**src/design/dcf_pkg.sv**
```systemverilog
// Shared constants for the dual-clock queue port control.
// Assumes one system clock; all pins are sampled by it.
package dcf_pkg;
  localparam int DATA_W = 18;
  localparam int NARROW_W = 9;
  localparam int DEPTH_DEF = 16;
  localparam int ADDR_W_DEF = 4;
  localparam int OFS_DEF_VAL = 7;
  // Rewind blanking, in read-side edges
  localparam logic [1:0] RT_ZERO_EDGES = 2'h1;
  localparam logic [1:0] RT_NORM_EDGES = 2'h2;
  // Field positions in the synchronised pin vector
  localparam int P_WCLK = 0;
  localparam int P_RCLK = 1;
  localparam int P_WGATE_N = 2;
  localparam int P_RGATE_N = 3;
  localparam int P_LD_N = 4;
  localparam int P_SEN_N = 5;
  localparam int P_SI = 6;
  localparam int P_RT_N = 7;
  localparam int P_PRS_N = 8;
  localparam int P_MRS_N = 9;
  localparam int P_OW = 10;
  localparam int P_PFM = 11;
  localparam int P_RM = 12;
  localparam int P_RSYNC = 13;
  localparam int P_WSYNC = 14;
  localparam int P_DATA = 15;
  localparam int PIN_W = P_DATA + DATA_W;
  // Idle levels: gates inactive, clocks low, full init held
  // Holding init keeps the block out of run until the pins are seen
  localparam logic [PIN_W-1:0] PIN_IDLE = 33'h0000061BC;
  typedef enum logic [1:0] {
    ST_INIT = 2'h1,
    ST_RUN = 2'h2
  } dcf_state_t;
endpackage

```
**src/design/dcf_port_ctrl.sv**
```systemverilog
// Port control of a dual-clock queue: write/read ports, threshold flags,
// init-time options, soft clear and rewind.
// Assumes all pins are asynchronous to ref_clk_in and much slower.
// Functional notes
// (RULE1) Read width latched at full init: low 18 bits, high 9 bits.
// (RULE2) Near-empty low while count below empty offset, else high.
// (RULE3) Near-full high while free exceeds full offset, else low.
// (RULE4) Flag timing latched at full init: low async, high sync.
// (RULE5) Soft clear zeroes both pointers and the output register.
// (RULE6) Soft clear keeps modes, programming method and offsets.
// (RULE7) Read data on all 18 bits, or low nine bits in 9-bit mode.
// (RULE8) Read edges count only while the read gate is asserted; rewind and its blanking countdown use ungated read edges.
// (RULE9) Sync read: each enabled read edge pops one word.
// (RULE10) Offset gate low: enabled read edges output offset registers.
// (RULE11) Async read: strobe edge pops; reader holds read gate low.
// (RULE12) Rewind latency latched at full init: low zero, high normal.
// (RULE13) Rewind on a read edge resets the read pointer to zero.
// (RULE14) Rewind shows empty, keeps write pointer, modes and offsets.
// (RULE15) Serial offset shift only while the shift gate is asserted.
// (RULE16) Sync write: each enabled write edge stores one word.
// (RULE17) Async write: strobe edge stores; writer holds write gate.
// (RULE18) Write edges count only while the write gate is asserted.
// (RULE19) Option inputs stay stable after full init.
// (RULE20) Fall-through select latched at init, then serial offset data.
// (RULE21) Empty indicator: empty in standard, output valid in fall-through.
// (RULE22) Writes when full and reads when empty are ignored.
// (RULE23) Sync flag timing updates flags from synchronised count.
`timescale 1ns/1ps
module dcf_port_ctrl #(
  parameter int DEPTH = dcf_pkg::DEPTH_DEF,
  parameter int ADDR_W = dcf_pkg::ADDR_W_DEF
) (
  input wire logic ref_clk_in,
  input wire logic sys_rst_in,
  input wire logic full_init_n_in,
  input wire logic soft_clear_n_in,
  input wire logic read_width_select_in,
  input wire logic threshold_flag_timing_select_in,
  input wire logic rewind_latency_select_in,
  input wire logic read_sync_select_in,
  input wire logic write_sync_select_in,
  input wire logic fall_through_select_in,
  input wire logic offset_access_gate_n_in,
  input wire logic offset_shift_gate_n_in,
  input wire logic rewind_request_n_in,
  input wire logic wr_clk_in,
  input wire logic write_gate_n_in,
  input wire logic [dcf_pkg::DATA_W-1:0] data_in,
  input wire logic rd_clk_in,
  input wire logic read_gate_n_in,
  output logic [dcf_pkg::DATA_W-1:0] output_bus_out,
  output logic empty_indicator_out,
  output logic full_indicator_out,
  output logic near_empty_flag_out,
  output logic near_full_flag_out
);
  localparam int OFS_W = ADDR_W + 1;
  localparam logic [OFS_W-1:0] DEPTH_C = OFS_W'(DEPTH);
  localparam logic [OFS_W-1:0] OFS_DEF = OFS_W'(dcf_pkg::OFS_DEF_VAL);
  localparam logic [OFS_W-1:0] ONE_C = OFS_W'(1);

  logic [dcf_pkg::PIN_W-1:0] pin_raw;
  logic [dcf_pkg::PIN_W-1:0] pin_s;
  logic [dcf_pkg::DATA_W-1:0] data_s;
  logic [dcf_pkg::DATA_W-1:0] rdata;
  logic wclk_s, rclk_s, wgate_n_s, rgate_n_s, ld_n_s, sen_n_s, si_s;
  logic rt_n_s, prs_n_s, mrs_n_s;
  dcf_pkg::dcf_state_t state_reg, state_next;
  logic [OFS_W-1:0] wr_ptr_reg, wr_ptr_next, rd_ptr_reg, rd_ptr_next;
  logic [OFS_W-1:0] empty_ofs_reg, empty_ofs_next;
  logic [OFS_W-1:0] full_ofs_reg, full_ofs_next;
  logic [dcf_pkg::DATA_W-1:0] dout_reg, dout_next;
  logic [1:0] hold_reg, hold_next;
  logic [2*OFS_W:0] chain;
  logic out_valid_reg, out_valid_next, wsel_reg, wsel_next;
  logic rsel_reg, rsel_next, pae_reg, pae_next, paf_reg, paf_next;
  logic ow_reg, ow_next, pfm_reg, pfm_next, rm_reg, rm_next;
  logic fall_through_select_reg, fall_through_select_next, rsync_reg, rsync_next;
  logic wsync_reg, wsync_next, wclk_d_reg, rclk_d_reg;
  logic [OFS_W-1:0] count, free_cnt;
  logic empty_q, full_q, wr_edge, rd_edge, wr_en, rd_en, rt_edge;
  logic shift_en, ofs_wr, q_wr, ofs_rd, q_rd, take, fall_through_select_eff;

  // Narrow port leaves the upper lines low
  function automatic logic [dcf_pkg::DATA_W-1:0] fit_width(
      input logic [dcf_pkg::DATA_W-1:0] d, input logic narrow);
    fit_width = narrow ?
        {{(dcf_pkg::DATA_W-dcf_pkg::NARROW_W){1'b0}},
         d[dcf_pkg::NARROW_W-1:0]} : d; // [RULE7]
  endfunction

  always_comb begin
    pin_raw = {data_in, write_sync_select_in, read_sync_select_in,
               rewind_latency_select_in, threshold_flag_timing_select_in,
               read_width_select_in, full_init_n_in, soft_clear_n_in,
               rewind_request_n_in, fall_through_select_in,
               offset_shift_gate_n_in, offset_access_gate_n_in,
               read_gate_n_in, write_gate_n_in, rd_clk_in, wr_clk_in};
  end

  dcf_sync #(
    .W(dcf_pkg::PIN_W),
    .RST_VAL(dcf_pkg::PIN_IDLE)
  ) u_sync (
    .ref_clk_in(ref_clk_in),
    .sys_rst_in(sys_rst_in),
    .d_in(pin_raw),
    .q_out(pin_s)
  );

  dcf_store #(
    .W(dcf_pkg::DATA_W),
    .DEPTH(DEPTH),
    .ADDR_W(ADDR_W)
  ) u_store (
    .ref_clk_in(ref_clk_in),
    .we_in(q_wr),
    .waddr_in(wr_ptr_reg[ADDR_W-1:0]),
    .wdata_in(data_s),
    .raddr_in(rd_ptr_reg[ADDR_W-1:0]),
    .rdata_out(rdata)
  );

  always_comb begin
    data_s = pin_s[dcf_pkg::P_DATA +: dcf_pkg::DATA_W];
    wclk_s = pin_s[dcf_pkg::P_WCLK];
    rclk_s = pin_s[dcf_pkg::P_RCLK];
    wgate_n_s = pin_s[dcf_pkg::P_WGATE_N];
    rgate_n_s = pin_s[dcf_pkg::P_RGATE_N];
    ld_n_s = pin_s[dcf_pkg::P_LD_N];
    sen_n_s = pin_s[dcf_pkg::P_SEN_N];
    si_s = pin_s[dcf_pkg::P_SI];
    rt_n_s = pin_s[dcf_pkg::P_RT_N];
    prs_n_s = pin_s[dcf_pkg::P_PRS_N];
    mrs_n_s = pin_s[dcf_pkg::P_MRS_N];
    count = wr_ptr_reg - rd_ptr_reg;
    free_cnt = DEPTH_C - count;
    empty_q = (count == '0);
    full_q = (count == DEPTH_C);
    wr_edge = wclk_s & ~wclk_d_reg;
    rd_edge = rclk_s & ~rclk_d_reg;
    // Strobe mode still honours the gate; the far side holds it active
    wr_en = wr_edge & ~wgate_n_s; // [RULE16] [RULE17] [RULE18]
    rd_en = rd_edge & ~rgate_n_s; // [RULE8] [RULE11]
    shift_en = wr_en & ~sen_n_s; // [RULE15]
    ofs_wr = wr_en & sen_n_s & ~ld_n_s;
    q_wr = (state_reg == dcf_pkg::ST_RUN) & mrs_n_s & prs_n_s &
           wr_en & sen_n_s & ld_n_s & ~full_q; // [RULE22]
    rt_edge = rd_edge & ~rt_n_s; // [RULE13]
    ofs_rd = rd_en & ~ld_n_s; // [RULE10]
    q_rd = rd_en & ld_n_s;
    // Strobe read port forces standard timing
    fall_through_select_eff = fall_through_select_reg & rsync_reg;
    take = (hold_reg == 2'h0) & ~empty_q &
           (fall_through_select_eff ? (~out_valid_reg | q_rd) : q_rd); // [RULE9] [RULE22]
    chain = {full_ofs_reg, empty_ofs_reg, si_s};
  end

  always_comb begin
    state_next = state_reg;
    wr_ptr_next = wr_ptr_reg;
    rd_ptr_next = rd_ptr_reg;
    empty_ofs_next = empty_ofs_reg;
    full_ofs_next = full_ofs_reg;
    dout_next = dout_reg;
    hold_next = hold_reg;
    out_valid_next = out_valid_reg;
    wsel_next = wsel_reg;
    rsel_next = rsel_reg;
    pae_next = pae_reg;
    paf_next = paf_reg;
    ow_next = ow_reg;
    pfm_next = pfm_reg;
    rm_next = rm_reg;
    fall_through_select_next = fall_through_select_reg;
    rsync_next = rsync_reg;
    wsync_next = wsync_reg;
    case (state_reg)
      dcf_pkg::ST_INIT: begin
        // Options follow the pins while init is held, frozen at release
        ow_next = pin_s[dcf_pkg::P_OW]; // [RULE1]
        pfm_next = pin_s[dcf_pkg::P_PFM]; // [RULE4]
        rm_next = pin_s[dcf_pkg::P_RM]; // [RULE12]
        fall_through_select_next = si_s; // [RULE20]
        rsync_next = pin_s[dcf_pkg::P_RSYNC];
        wsync_next = pin_s[dcf_pkg::P_WSYNC];
        wr_ptr_next = '0;
        rd_ptr_next = '0;
        dout_next = '0;
        hold_next = 2'h0;
        out_valid_next = 1'b0;
        wsel_next = 1'b0;
        rsel_next = 1'b0;
        empty_ofs_next = OFS_DEF;
        full_ofs_next = OFS_DEF;
        pae_next = 1'b0;
        paf_next = 1'b1;
        if (mrs_n_s) begin
          state_next = dcf_pkg::ST_RUN;
        end
      end
      dcf_pkg::ST_RUN: begin
        if (!mrs_n_s) begin
          state_next = dcf_pkg::ST_INIT;
        end else if (!prs_n_s) begin
          // Offsets and option latches untouched here
          wr_ptr_next = '0; // [RULE5] [RULE6]
          rd_ptr_next = '0; // [RULE5]
          dout_next = '0; // [RULE5]
          hold_next = 2'h0;
          out_valid_next = 1'b0;
          wsel_next = 1'b0;
          rsel_next = 1'b0;
          pae_next = 1'b0;
          paf_next = 1'b1;
        end else begin
          if (shift_en) begin
            // Chain moves up one place; full offset MSB drops out
            full_ofs_next = chain[2*OFS_W-1:OFS_W]; // [RULE15] [RULE20]
            empty_ofs_next = chain[OFS_W-1:0];
          end else if (ofs_wr) begin
            wsel_next = ~wsel_reg;
            if (wsel_reg) begin
              full_ofs_next = data_s[OFS_W-1:0];
            end else begin
              empty_ofs_next = data_s[OFS_W-1:0];
            end
          end else if (q_wr) begin
            wr_ptr_next = wr_ptr_reg + ONE_C; // [RULE16]
          end
          if (rt_edge) begin
            // Write side and offsets are left alone
            rd_ptr_next = '0; // [RULE13] [RULE14]
            out_valid_next = 1'b0; // [RULE14]
            hold_next = rm_reg ? dcf_pkg::RT_NORM_EDGES :
                        dcf_pkg::RT_ZERO_EDGES; // [RULE12]
          end else begin
            if (rd_edge && hold_reg != 2'h0) begin
              hold_next = hold_reg - 2'h1;
            end
            if (ofs_rd) begin
              rsel_next = ~rsel_reg;
              dout_next = fit_width(dcf_pkg::DATA_W'(rsel_reg ?
                  full_ofs_reg : empty_ofs_reg), ow_reg); // [RULE10]
            end else if (take) begin
              rd_ptr_next = rd_ptr_reg + ONE_C; // [RULE9]
              dout_next = fit_width(rdata, ow_reg); // [RULE7]
              out_valid_next = 1'b1;
            end else if (fall_through_select_eff && q_rd && hold_reg == 2'h0) begin
              out_valid_next = 1'b0;
            end
          end
          // Async mode tracks every cycle; sync waits for own edge
          if (!pfm_reg || rd_edge) begin
            pae_next = (count >= empty_ofs_reg); // [RULE2] [RULE23]
          end
          if (!pfm_reg || wr_edge) begin
            paf_next = (free_cnt > full_ofs_reg); // [RULE3] [RULE23]
          end
        end
      end
      default: state_next = dcf_pkg::ST_INIT;
    endcase
  end

  always_ff @(posedge ref_clk_in) begin
    if (sys_rst_in) begin
      state_reg <= dcf_pkg::ST_INIT;
      wr_ptr_reg <= '0;
      rd_ptr_reg <= '0;
      empty_ofs_reg <= OFS_DEF;
      full_ofs_reg <= OFS_DEF;
      dout_reg <= '0;
      hold_reg <= 2'h0;
      out_valid_reg <= 1'b0;
      wsel_reg <= 1'b0;
      rsel_reg <= 1'b0;
      pae_reg <= 1'b0;
      paf_reg <= 1'b1;
      ow_reg <= 1'b0;
      pfm_reg <= 1'b0;
      rm_reg <= 1'b0;
      fall_through_select_reg <= 1'b0;
      rsync_reg <= 1'b1;
      wsync_reg <= 1'b1;
      wclk_d_reg <= 1'b0;
      rclk_d_reg <= 1'b0;
    end else begin
      state_reg <= state_next;
      wr_ptr_reg <= wr_ptr_next;
      rd_ptr_reg <= rd_ptr_next;
      empty_ofs_reg <= empty_ofs_next;
      full_ofs_reg <= full_ofs_next;
      dout_reg <= dout_next;
      hold_reg <= hold_next;
      out_valid_reg <= out_valid_next;
      wsel_reg <= wsel_next;
      rsel_reg <= rsel_next;
      pae_reg <= pae_next;
      paf_reg <= paf_next;
      ow_reg <= ow_next;
      pfm_reg <= pfm_next;
      rm_reg <= rm_next;
      fall_through_select_reg <= fall_through_select_next;
      rsync_reg <= rsync_next;
      wsync_reg <= wsync_next;
      wclk_d_reg <= wclk_s;
      rclk_d_reg <= rclk_s;
    end
  end

  always_comb begin
    output_bus_out = dout_reg;
    // Standard: low means empty; fall-through: low means word valid
    empty_indicator_out = fall_through_select_eff ? ~out_valid_reg :
        (~empty_q & (hold_reg == 2'h0)); // [RULE21] [RULE14]
    full_indicator_out = fall_through_select_eff ? full_q : ~full_q;
    near_empty_flag_out = pae_reg;
    near_full_flag_out = paf_reg;
  end

  logic run_ok;
  assign run_ok = (state_reg == dcf_pkg::ST_RUN) & mrs_n_s;
endmodule // dcf_port_ctrl

```
**src/design/dcf_store.sv**
```systemverilog
// Flip-flop word storage with one write and one read index.
// Assumes the caller guards against overwriting unread words.
`timescale 1ns/1ps
module dcf_store #(
  parameter int W = 18,
  parameter int DEPTH = 16,
  parameter int ADDR_W = 4
) (
  input wire logic ref_clk_in,
  input wire logic we_in,
  input wire logic [ADDR_W-1:0] waddr_in,
  input wire logic [W-1:0] wdata_in,
  input wire logic [ADDR_W-1:0] raddr_in,
  output logic [W-1:0] rdata_out
);
  logic [W-1:0] mem_reg [DEPTH];
  logic [W-1:0] wr_word_next;

  always_comb begin
    wr_word_next = wdata_in;
    rdata_out = mem_reg[raddr_in];
  end

  // No reset: contents are meaningless until written
  always_ff @(posedge ref_clk_in) begin
    if (we_in) begin
      mem_reg[waddr_in] <= wr_word_next;
    end
  end
endmodule // dcf_store

```
**src/design/dcf_sync.sv**
```systemverilog
// Two-stage synchroniser for a vector of pins.
// Assumes the bits are independent levels or slow strobes.
`timescale 1ns/1ps
module dcf_sync #(
  parameter int W = 1,
  parameter logic [W-1:0] RST_VAL = '0
) (
  input wire logic ref_clk_in,
  input wire logic sys_rst_in,
  input wire logic [W-1:0] d_in,
  output logic [W-1:0] q_out
);
  logic [W-1:0] meta_reg;
  logic [W-1:0] meta_next;
  logic [W-1:0] q_next;

  always_comb begin
    meta_next = d_in;
    q_next = meta_reg;
  end

  always_ff @(posedge ref_clk_in) begin
    if (sys_rst_in) begin
      meta_reg <= RST_VAL;
      q_out <= RST_VAL;
    end else begin
      meta_reg <= meta_next;
      q_out <= q_next;
    end
  end
endmodule // dcf_sync

```
**config.mk**
```make
export PLATFORM = sky130hd
export DESIGN_NAME = dcf_port_ctrl
export DESIGN_NICKNAME = d
export VERILOG_FILES = /design/src/design/dcf_pkg.sv /design/src/design/dcf_port_ctrl.sv /design/src/design/dcf_store.sv /design/src/design/dcf_sync.sv
export SDC_FILE = /design/constraint.sdc
export NUM_CORES = 1
export LEC_CHECK = 0
export BUFFER_PORTS_ARGS = -buffer_cell sky130_fd_sc_hd__buf_2
export CAP_MARGIN = 10
export CORE_MARGIN = 2
export CORE_UTILIZATION = 45
export CTS_CLUSTER_SIZE = 20
export DETAILED_ROUTE_END_ITERATION = 10
export GPL_ROUTABILITY_DRIVEN = 0
export GPL_TIMING_DRIVEN = 0
export PLACE_DENSITY_LB_ADDON = 0.08
export SYNTH_ARGS = -nofsm -noshare
export SYNTH_HDL_FRONTEND = slang
export SYNTH_SLANG_ARGS = --single-unit
```
**constraint.sdc**
```tcl
create_clock -name ref_clk_in -period 5.3 [get_ports ref_clk_in]
set_input_delay 1.06 -clock ref_clk_in [delete_from_list [all_inputs] [get_ports ref_clk_in]]
set_output_delay 1.06 -clock ref_clk_in [all_outputs]
set_load 0.05 [all_outputs]
```
==> results of run 1 <==
-- worst max path at each step --
stage / startpoint / end / slack (ps) / cells past startpoint
2_1_floorplan: wr_ptr_reg[0]$_SDFFE_PP0P_ / u_store.mem_reg[0][0]$_DFFE_PP_ / 1200 / 12
3_3_place_gp: wr_ptr_reg[0]$_SDFFE_PP0P_ / u_store.mem_reg[1][12]$_DFFE_PP_ / -850 / 12
3_5_place_dp: wr_ptr_reg[0]$_SDFFE_PP0P_ / u_store.mem_reg[7][10]$_DFFE_PP_ / 1040 / 13
4_1_cts: wr_ptr_reg[0]$_SDFFE_PP0P_ / empty_indicator_out / 880 / 12
5_1_grt: wr_ptr_reg[0]$_SDFFE_PP0P_ / empty_indicator_out / 680 / 12
6_report: wr_ptr_reg[0]$_SDFFE_PP0P_ / empty_indicator_out / 880 / 12
-- final cells by class --
type | count | area (um2)
clock inverters | 17 | 204
repair buffers | 70 | 517
flip-flops and latches | 410 | 11100
multi-input cells | 482 | 4570
well taps | 455 | 569
clock buffers | 60 | 1230
fillers | 2874 | 16200
plain buffers | 45 | 263
inverters | 27 | 101
-- power by group through the flow --
stage               registers (mW)  logic (mW)  clock network [mW]
floorplan                     3.53      0.0543                   0
global placement              3.54      0.0866                   0
detailed placement            3.54      0.0871                   0
CTS                           3.47      0.0874                3.09
global route                  3.48      0.0968                3.21
finish                        3.47      0.0861                3.04
-- cell usage in the layout (no fill, tap or decap), types with 9 or more instances in the layout --
master	instances
clkbuf_1	27
o21ai_0	12
ha_1	25
nor2_1	22
buf_6	14
inv_1	27
nand2b_1	12
nor2b_1	69
a31oi_1	10
clkbuf_16	46
dfxtp_1	122
mux2i_1	34
edfxtp_1	288
mux4_2	58
a21oi_1	31
a22o_1	18
or2_2	15
mux4_1	9
a211oi_1	12
buf_2	69
nand2_1	33
-- routing by layer --
layer	wire length (um)	global-route usage
met5	0	0
met3	1690	0.0301
met2	17900	0.352
met1	16300	0.281
met4	913	0.0573
-- logic make-up (layout without fill, tap and decap cells) --
family / after synthesis / after routing
AOI/OAI and AO/OA: 137 / 137
xor gates and xnor gates: 11 / 11
adders and majority gates: 26 / 26
buffers and inverters: 72 / 219
DFF: 410 / 410
muxes: 102 / 102
and+or+nand+nor: 206 / 206
-- metrics by stage --
step | hold WS (ps) | util | std cells | setup TNS [ps] | power (mW)
after floorplan | 389 | - | 964 | 0 | 3.58
after global placement | 393 | 0.484 | 1474 | -57260 | 3.63
after detailed placement | 393 | 0.493 | 1489 | 0 | 3.63
after CTS | 407 | 0.534 | 1566 | 0 | 6.65
after global routing | 425 | 0.534 | 1566 | 0 | 6.79
final | 406 | 0.534 | 1566 | 0 | 6.60
==> summary.md, run 1 <==
| Metric | Value |
|---|---|
| Type of the most critical hold path | `register to register` |
| Remaining design rule violation count | `0` |
| CTS H-Tree Depth | `2` |
| Total setup violations reported at the end of the flow | `0` |
| Synthesized netlist net count | `approximately 1.0k` |
| Top post-synthesis cells by area | `edfxtp_1 54%, dfxtp_1 15%, mux4_2 8.2%` |
| Clk network pwr share | `0.461` |
| Startpoint Class | `register` |
| Top flip-flop cell by instance count after synthesis | `edfxtp_1` |
| Unique masters post-synth | `between 60 and 70` |
| Internal power | `approximately 5.3 mW` |
| Initial core utilization | `0.459` |
| P_leak | `~6.3 nW` |
| Maximum single-stage delay on the critical path | `around 400 ps` |
| Number of hold-slack violations in the final timing report | `0` |
| Clock tree from TritonCTS | `built` |
| Count of flip-flops with a built-in enable after synthesis | `~290` |
| TritonCTS Buffers | `42` |
| Fraction of the mapped netlist area in simple logic gates | `0.0726` |
| Largest family of logic cells by synthesized area | `multiplexers` |
| Core ar. | `~35000 um2` |
| Detail-routed net length per standard cell | `around 24 um` |
| Total inserted antenna cells | `0` |
| Critical Path Sink Type | `primary output` |
| Final ANT Viol Nets | `0` |
| Count of mapped cells out of synthesis | `964` |
| Root Buffer Master | `clkbuf_16` |
| Combinational Power Share | `0.013` |
| Sequential Power Share | `0.526` |
| Fin area | `around 19000 um2` |
| Worst Path Buf+Inv | `4` |
| Status | `complete, no violations` |
| Number of design-rule violations left by the first detailed-router iteration | `544` |
| Net count of the finished layout | `between 1k and 1.5k` |
| Setup Skew | `between 20 and 25 ps` |
| Y dimension of the die | `slightly below 200 um` |
| Multiplexer area fraction after synthesis | `0.119` |
| Avg Vias per Cell | `roughly 5.5` |
| Required time of the worst setup path | `~4200 ps` |
| Count of standard-cell rows | `68` |
| Total Die Area | `37000 um2` |
| Post-synthesis sequential area ratio | `0.696` |
| Vias | `approximately 8.6k` |
| Power density over the cells | `around 360 nW/um2` |
| Kind of cell adding the most delay to the critical path | `adder cells` |
| Setup slack of the worst register-to-register path | `about 1000 ps` |
| Fraction of the mapped netlist area in compound gates | `0.0633` |
| Worst-case clock buffer depth | `3` |
| Achievable frequency | `roughly 0.23 GHz` |
| Overflow left after global routing | `0` |
| Most common cell in the netlist | `edfxtp_1` |
| 1st-pass router iterations | `5` |
| XOR/XNOR Fraction of Synth Area | `0.00604` |
| Aggregate global-route resource usage | `0.208` |
| Number of clock sinks | `~400` |
| Proportion of netlist area held by the largest area contributor | `0.542` |
| Fraction of layout instances using a drive strength above 1 | `0.239` |
| Wire length of the first global-routing pass | `around 55000 um` |
| Die span in x | `~190 um` |
| Most repeated library cell on the critical path | `inv_1` |
| IR Drop Worst-Case VDD | `roughly 0.25 mV` |
| Source of the worst register-to-register timing path | `wr_ptr_reg[0]$_SDFFE_PP0P_` |
| Type of the setup path with the least slack | `register to primary output` |
| Count of buffers inserted at the top-level ports | `between 50 and 60` |
| R2R cell count | `14` |
| Number of flip-flops and latches in the synthesized netlist | `roughly 400` |
| RSZ-0062 raised after global routing | `no` |
| Antenna violations before repair | `1` |
| Warnings, synthesis | `0` |
| Synth Area in Adders | `0.0209` |
| Post-synth top cells | `288 x edfxtp_1, 122 x dfxtp_1, 69 x nor2b_1` |
| Final setup slack of the worst path | `about 880 ps` |
| Crit path max fanout | `6` |
| Post-layout min period | `approximately 4400 ps` |
| Total of max-cap violations | `0` |
| Synthesized area divided by synthesized cell count | `16.5 um2` |
| Crit path DAT | `between 3000 and 4000 ps` |
| Dpl cell area | `17100 um2` |
| Worst skew pair latency | `540 ps` |
| Final clock period utilization by the worst path | `0.834` |
| Detailed placer's ending HPWL | `24300 um` |
| Area delta synth->final | `16.3%` |
| Hold Path Stages | `1` |
| Largest net degree at the start of global routing | `19` |
| Net load switching power | `roughly 1.3 mW` |
| Synth area leader | `edfxtp_1` |
| IO Count | `57` |
| Via count of the first global-routing pass | `about 8.9k` |
| FFs w/ async S/R, synth | `0` |
| Worst-path clk slew | `roughly 60 ps` |
| Terminus of the critical flop-to-flop path | `u_store.mem_reg[3][13]$_DFFE_PP_` |
| Syn Std Cell Area | `15900 um2` |
| Min-Delay Startpoint | `u_sync.meta_reg[8]$_SDFF_PP1_` |
| Final max-slew violation count | `0` |
| Flip-flop count of the largest register, all copies and words added | `~290` |
| Slew at the pin with the worst max-slew slack | `between 1000 and 1500 ps` |
| Switching power as a share of total power | `0.191` |
| Pre-CTS setup slack | `~1000 ps` |
| Crit-path cells | `inv_1 > ha_1 > inv_1 > fa_1 > a21o_1 > a21oi_1 > xnor2_1 > inv_1 > ha_1 > nor2b_1 > a21o_1 > buf_2` |
| Master of the slowest instance on the critical path | `fa_1` |
| Cts hold-fix bufs | `0` |
| Hold-critical path endpoint | `u_sync.q_out[8]$_SDFF_PP1_` |
| Count of instances resized after the clock tree is built | `0` |
| Worst rel slew slack | `0.295` |
| Routed WL | `roughly 37000 um` |
| Setup Buffers After CTS | `0` |
Note: power is estimated with default switching activity, not from simulation.
==> inputs of run 2 (changes only) <==
==> constraint.sdc (replaced) <==
create_clock -name ref_clk_in -period 3.7 [get_ports ref_clk_in]
set_input_delay 0.74 -clock ref_clk_in [delete_from_list [all_inputs] [get_ports ref_clk_in]]
set_output_delay 0.74 -clock ref_clk_in [all_outputs]
set_load 0.05 [all_outputs]
==> run 2 against run 1 <==
- power grew 41%
- design area up 2.7%
- clock-buffer cell count fell by 6
- first-iteration DRC count is 20% higher
- worst hold slack worse by 34 ps
- cell count increased by 1.6%
- critical endpoint unchanged
==> summary.md, run 2 (synthesis results as in run 1) <==
| Metric | Value |
|---|---|
| Setup Skew | `23.3 ps (+0.618 ps)` |
| Startpoint Class | `register` |
| RSZ-0062 raised after global routing | `yes` |
| Die span in x | `192 um (unchanged)` |
| Wire length of the first global-routing pass | `57000 um (+2.9%)` |
| Initial core utilization | `0.459 (unchanged)` |
| Routing usage on met3 | `0.0369 (+0.00676)` |
| Power density over the cells | `489 nW/um2 (+37%)` |
| IR Drop Worst-Case VDD | `0.368 mV (+47%)` |
| Min-Delay Startpoint | `soft_clear_n_in` |
| Sequential Power Share | `0.534 (+0.008)` |
| Required time of the worst setup path | `2960 ps (-1280 ps)` |
| Dpl cell area | `17200 um2 (+0.36%)` |
| Count of buffers inserted at the top-level ports | `55 (unchanged)` |
| Worst-path clk slew | `60 ps (about the same)` |
| Number of design-rule violations left by the first detailed-router iteration | `652 (+20%)` |
| TritonCTS Buffers | `43 (+2.4%)` |
| Count of standard-cell rows | `68 (unchanged)` |
| Final clock period utilization by the worst path | `0.965` |
| Antenna violations before repair | `1 (unchanged)` |
| Worst-case clock buffer depth | `3 (unchanged)` |
| Final ANT Viol Nets | `0 (unchanged)` |
| Type of the setup path with the least slack | `register to primary output` |
| Status | `complete, no violations` |
| Net load switching power | `1.90 mW (+50%)` |
| Slew at the pin with the worst max-slew slack | `997 ps (-60.6 ps)` |
| Crit path max fanout | `5 (-1)` |
| Fin area | `19000 um2 (+2.7%)` |
| Source of the worst register-to-register timing path | `wr_ptr_reg[0]$_SDFFE_PP0P_` |
| 1st-pass router iterations | `5 (unchanged)` |
| Pre-CTS setup slack | `-658 ps (-1700 ps)` |
| Global routing met2 resource utilization | `0.359 (+0.00719)` |
| Total setup violations reported at the end of the flow | `0 (unchanged)` |
| Total Die Area | `37000 um2 (unchanged)` |
| Largest net degree at the start of global routing | `19 (unchanged)` |
| Via count of the first global-routing pass | `8967 (+1.2%)` |
| Net count of the finished layout | `1162 (+2.0%)` |
| Flip-flop count of the largest register, all copies and words added | `288 (unchanged)` |
| Achievable frequency | `0.280 GHz` |
| Number of hold-slack violations in the final timing report | `0 (unchanged)` |
| Internal power | `7.42 mW (+39%)` |
| Number of clock sinks | `410 (unchanged)` |
| Aggregate global-route resource usage | `0.215 (+0.00743)` |
| Remaining design rule violation count | `0 (unchanged)` |
| CTS H-Tree Depth | `2 (unchanged)` |
| Y dimension of the die | `192 um (unchanged)` |
| Worst rel slew slack | `0.336 (+0.0404)` |
| Most used cells in the layout excluding fill and tap cells | `288 x edfxtp_1, 120 x dfxtp_1, 68 x nor2b_1, 66 x buf_2, 58 x mux4_2` |
| Clk network pwr share | `0.452 (-0.009)` |
| Routed WL | `38200 um (+3.7%)` |
| Area delta synth->final | `19.4%` |
| Post-layout min period | `between 3000 and 4000 ps` |
| Final max-slew violation count | `0 (unchanged)` |
| Core ar. | `34700 um2 (unchanged)` |
| Total of max-cap violations | `0 (unchanged)` |
| Worst skew pair latency | `560 ps (+20 ps)` |
| P_leak | `6.42 nW (+2.7%)` |
| Clock tree from TritonCTS | `built` |
| Critical path origin | `wr_ptr_reg[0]$_SDFFE_PP0P_` |
| Switching power as a share of total power | `0.204 (+0.0122)` |
| Global routing's busiest layer | `met2` |
| Most common library cell in the layout ignoring fill and taps | `edfxtp_1` |
| Fin Setup TNS | `0 ps (unchanged)` |
| Total power draw | `9.32 mW (+41%)` |
| Overflow left after global routing | `0 (unchanged)` |
| Final setup slack of the worst path | `130 ps (-749 ps)` |
| Crit path DAT | `2830 ps (-530 ps)` |
| Critical Path Sink Type | `primary output` |
| Total inserted antenna cells | `0 (unchanged)` |
| Combinational Power Share | `0.014 (about the same)` |
| Avg Vias per Cell | `5.54 (+0.95%)` |
| Fill cell count | `2818 (-1.9%)` |
| Detail-routed net length per standard cell | `24.0 um (+2.1%)` |
| Vias | `8810 (+2.6%)` |
| Final core area utilization | `0.549 (+0.0144)` |
| Global routing met1 resource utilization | `0.289 (+0.00813)` |
| IO Count | `57 (unchanged)` |
| Detailed placer's ending HPWL | `24500 um (+0.99%)` |
| Root Buffer Master | `clkbuf_16` |
| Type of the most critical hold path | `primary input to register` |
| Fraction of layout instances using a drive strength above 1 | `0.269 (+0.0308)` |
run 2: changes by cell type in the layout (fill, tap and decap cells not counted), moves of 4 or more:
| cell | change |
|---|---|
| buf_12 | +13 |
| nor3_4 | +4 |
| nor2_2 | -7 |
| nor3_2 | -4 |
| clkinv_2 | +5 |
| nor2_4 | +7 |
| nand2_2 | +4 |
| buf_6 | -8 |
| buf_16 | +5 |
| buf_4 | +15 |
| nand2_1 | -4 |
run 2: worst paths after layout:
check / endpoint / slack [ps] / cells past startpoint
worst max register to register: u_store.mem_reg[2][7]$_DFFE_PP_ / 220 / 13
worst min-delay path: u_sync.meta_reg[8]$_SDFF_PP1_ / 370 / 2
worst max-delay path: empty_indicator_out / 130 / 11
worst min register to register: u_sync.q_out[2]$_SDFF_PP1_ / 410 / 1
run 2: power by group through the flow:
stage / clock network [mW] / registers (mW) / logic, mW
floorplan: 0 / 5.05 / 0.0778
global placement: 0 / 5.07 / 0.124
detailed placement: 0 / 5.08 / 0.125
CTS: 4.31 / 4.98 / 0.127
global route: 4.48 / 4.98 / 0.141
finish: 4.21 / 4.98 / 0.127
run 2: repair_timing:
item                       4_1_cts  5_1_grt
pin swaps                       18        5
resized for setup               19       13
setup endpoints to repair      300      201
setup buffers                   23        3
hold buffers                     0        0
run 2: final cells by class:
class / count / area [um2] / area share
buffer: 45 / 265 / 0.0139
multi-input combinational: 482 / 4700 / 0.247
clock buffer: 54 / 1160 / 0.0608
tap: 455 / 569 / 0.0299
sequential: 410 / 11100 / 0.582
inverter: 27 / 101 / 0.00532
clock inverter: 26 / 235 / 0.0124
timing repair buffer: 92 / 920 / 0.0483
run 2: metrics by stage:
stage               hold slack [ps]  instances
detailed placement              395       1485
global route                    353       1591
finish                          372       1591
CTS                             347       1588
global placement                392       1474
floorplan                       389        964
run 2: metal layers:
| layer | wire [um] | share of wire |
|---|---|---|
| met5 | 0 | 0 |
| met4 | 1030 | 0.027 |
| met3 | 1810 | 0.047 |
| met2 | 18700 | 0.49 |
| met1 | 16700 | 0.44 |
run 2: worst max-delay path, stage by stage (launching register included):
cell and delay, ps:
dfxtp_2 340, inv_2 100, ha_1 150, inv_1 60, fa_2 560, inv_1 50, ha_1 210, nor3b_4 160
ha_2 210, nor2b_4 130, a21o_1 150, buf_6 160
==> inputs of run 3 (changes only) <==
--- a/config.mk
+++ b/config.mk
@@ -7,7 +7,7 @@
 export LEC_CHECK = 0
 export BUFFER_PORTS_ARGS = -buffer_cell sky130_fd_sc_hd__buf_2
 export CAP_MARGIN = 10
-export CORE_MARGIN = 2
+export CORE_ASPECT_RATIO = 1.1
 export CORE_UTILIZATION = 45
 export CTS_CLUSTER_SIZE = 20
 export DETAILED_ROUTE_END_ITERATION = 10
==> run 3 against run 2 <==
- clock power rose by 3%
- critical path depth down 1
- global-route usage up 0.21 points
- sequential power barely moved
- first-iteration DRC count down 0.92%
- sequential share of layout area down 0.22 points
- non-clock buffer count down 3
- design area grew 0.39%
- power up 1.4%
- cell count shrank 1.4%
- sequential cell count did not move
- critical endpoint is now full_indicator_out
- largest cell class unchanged
- largest power group unchanged
==> summary.md, run 3 (synthesis results as in run 1) <==
| Metric | Value |
|---|---|
| Detailed placer's ending HPWL | `24700 um (+0.61%)` |
| R2R cell count | `13 (unchanged)` |
| Wire length of the first global-routing pass | `56400 um (-1.1%)` |
| Power density over the cells | `494 nW/um2 (+1.0%)` |
| Final max-slew violation count | `0 (unchanged)` |
| Clock tree from TritonCTS | `built` |
| Total power draw | `9.45 mW (+1.4%)` |
| Overflow left after global routing | `0 (unchanged)` |
| Startpoint Class | `register` |
| Achievable frequency | `0.281 GHz (+0.16%)` |
| Met1 Routed Length | `16100 um (-3.3%)` |
| Slew at the pin with the worst max-slew slack | `1010 ps (+15.8 ps)` |
| Uppermost metal layer occupied by signal nets | `met4` |
| Total inserted antenna cells | `0 (unchanged)` |
| Number of design-rule violations left by the first detailed-router iteration | `646 (-0.92%)` |
| Worst-case clock buffer depth | `3 (unchanged)` |
| IR Drop Worst-Case VDD | `0.333 mV (-9.5%)` |
| Final ANT Viol Nets | `0 (unchanged)` |
| Met2 WL post-DR | `18400 um (-1.3%)` |
| Worst skew pair latency | `570 ps (about the same)` |
| Die span in x | `181 um (-5.6%)` |
| P_leak | `6.44 nW (+0.31%)` |
| RSZ-0062 raised after global routing | `no` |
| Avg Vias per Cell | `5.59 (+1.0%)` |
| Worst-path clk slew | `60 ps (about the same)` |
| Total Die Area | `36200 um2 (-2.1%)` |
| Terminus of the critical flop-to-flop path | `u_store.mem_reg[2][7]$_DFFE_PP_` |
| Type of the setup path with the least slack | `register to primary output` |
| Number of clock sinks | `410 (unchanged)` |
| Critical path origin | `wr_ptr_reg[0]$_SDFFE_PP0P_` |
| Vias | `8777 (-0.37%)` |
| Detail-routed net length per standard cell | `24.0 um (about the same)` |
| Crit-path cells | `inv_4 > ha_1 > inv_2 > fa_2 > inv_2 > ha_4 > nor3b_4 > ha_4 > xor2_1 > buf_4` |
| Remaining design rule violation count | `0 (unchanged)` |
| Crit path max fanout | `5 (unchanged)` |
| Setup Skew | `22.5 ps (-0.779 ps)` |
| Total of max-cap violations | `0 (unchanged)` |
| Worst Setup EP | `full_indicator_out` |
| Largest net degree at the start of global routing | `19 (unchanged)` |
| Flip-flop count of the largest register, all copies and words added | `288 (unchanged)` |
| TritonCTS Buffers | `42 (-2.3%)` |
| Count of standard-cell rows | `71 (+4.4%)` |
| 1st-pass router iterations | `5 (unchanged)` |
| Required time of the worst setup path | `2960 ps (about the same)` |
| Master of the slowest instance on the critical path | `fa_2` |
| Maximum single-stage delay on the critical path | `520 ps (-40 ps)` |
| Post-layout min period | `3560 ps (-5.63 ps)` |
| Net count of the finished layout | `1158 (-0.34%)` |
| Core ar. | `34600 um2 (-0.45%)` |
| Status | `complete, no violations` |
| Routed WL | `37700 um (-1.3%)` |
| Initial core utilization | `0.461 (+0.00208)` |
| Y dimension of the die | `199 um (+3.7%)` |
| Type of the most critical hold path | `primary input to register` |
| Antenna violations before repair | `0 (-1)` |
| Area delta synth->final | `19.9%` |
| IO Count | `57 (unchanged)` |
| Most common library cell in the layout ignoring fill and taps | `edfxtp_1` |
| Number of hold-slack violations in the final timing report | `0 (unchanged)` |
| Final core area utilization | `0.553 (+0.00466)` |
| Fraction of layout instances using a drive strength above 1 | `0.272 (+0.00296)` |
| Source of the worst register-to-register timing path | `wr_ptr_reg[0]$_SDFFE_PP0P_` |
| Total setup violations reported at the end of the flow | `0 (unchanged)` |
| Final clock period utilization by the worst path | `0.963 (-0.00152)` |
| Met3 Routed Length | `1970 um (+9.0%)` |
| Most used cells in the layout excluding fill and tap cells | `288 x edfxtp_1, 120 x dfxtp_1, 68 x nor2b_1, 67 x buf_2, 58 x mux4_2` |
| Fin Setup TNS | `0 ps (unchanged)` |
| Aggregate global-route resource usage | `0.217 (+0.00208)` |
| Crit path DAT | `2820 ps (about the same)` |
| Count of buffers inserted at the top-level ports | `55 (unchanged)` |
| Root Buffer Master | `clkbuf_16` |
| Worst rel slew slack | `0.325 (-0.0106)` |
| Via count of the first global-routing pass | `9005 (+0.42%)` |
| Critical Path Sink Type | `primary output` |
| Setup slack of the worst register-to-register path | `150 ps (-70 ps)` |
| CTS H-Tree Depth | `2 (unchanged)` |
-- run 3: metal layers --
metal,track usage,vias up
met5,0,-
met4,0.0794,0
met3,0.0390,66
met2,0.364,274
met1,0.284,4450
li1,-,3987
-- run 3: area by class of cell --
class,instances,area [um2]
Buffer,45,263
Clock buffer,65,1310
Clock inverter,13,138
Fill cell,2706,15400
Inverter,27,104
Multi-Input combinational cell,482,4730
Sequential cell,410,11100
Tap cell,438,548
Timing Repair Buffer,89,932
-- run 3: per-stage QoR --
| stage | area (um2) | worst slack, ps | cells | hold slack (ps) |
|---|---|---|---|---|
| 4_1_cts | 19100 | 13.6 | 1569 | 323 |
| 3_3_place_gp | 16800 | -1570 | 1457 | 392 |
| 6_report | 19100 | 136 | 1569 | 354 |
| 2_1_floorplan | 16000 | 83.4 | 964 | 389 |
| 5_1_grt | 19100 | 4.71 | 1569 | 339 |
| 3_5_place_dp | 17200 | -534 | 1471 | 393 |
-- run 3: worst min path at each step --
| stage | start | to | slack, ps | cells past startpoint |
|---|---|---|---|---|
| finish | rewind_request_n_in | u_sync.meta_reg[7]$_SDFF_PP1_ | 350 | 2 |
| global route | rewind_request_n_in | u_sync.meta_reg[7]$_SDFF_PP1_ | 340 | 2 |
| CTS | rewind_request_n_in | u_sync.meta_reg[7]$_SDFF_PP1_ | 320 | 2 |
| detailed placement | u_sync.meta_reg[8]$_SDFF_PP1_ | u_sync.q_out[8]$_SDFF_PP1_ | 390 | 1 |
| global placement | u_sync.meta_reg[8]$_SDFF_PP1_ | u_sync.q_out[8]$_SDFF_PP1_ | 390 | 1 |
| floorplan | u_sync.meta_reg[13]$_SDFF_PP1_ | u_sync.q_out[13]$_SDFF_PP1_ | 390 | 1 |
-- run 3: power breakdown --
part / switching [mW] / leakage (nW) / total (mW) / internal, mW
Combinational: 0.0742 / 2.10 / 0.126 / 0.0522
Sequential: 0.0542 / 3.63 / 4.98 / 4.92
Clock: 1.75 / 0.712 / 4.34 / 2.59
Total: 1.88 / 6.44 / 9.45 / 7.57
-- run 3: critical path: cells and delay by family (launching register included) --
family,cells,cell delay [ps]
and+or+nand+nor,1,280
xor gates and xnor gates,1,160
buffers and inverters,4,440
DFF,1,360
adders and majority gates,4,1020
-- run 3: timing repair --
item,CTS,global route
resized for setup,26,15
hold buffers,0,0
pin swaps,17,6
endpoints found under the setup margin,300,265
setup buffers,20,0
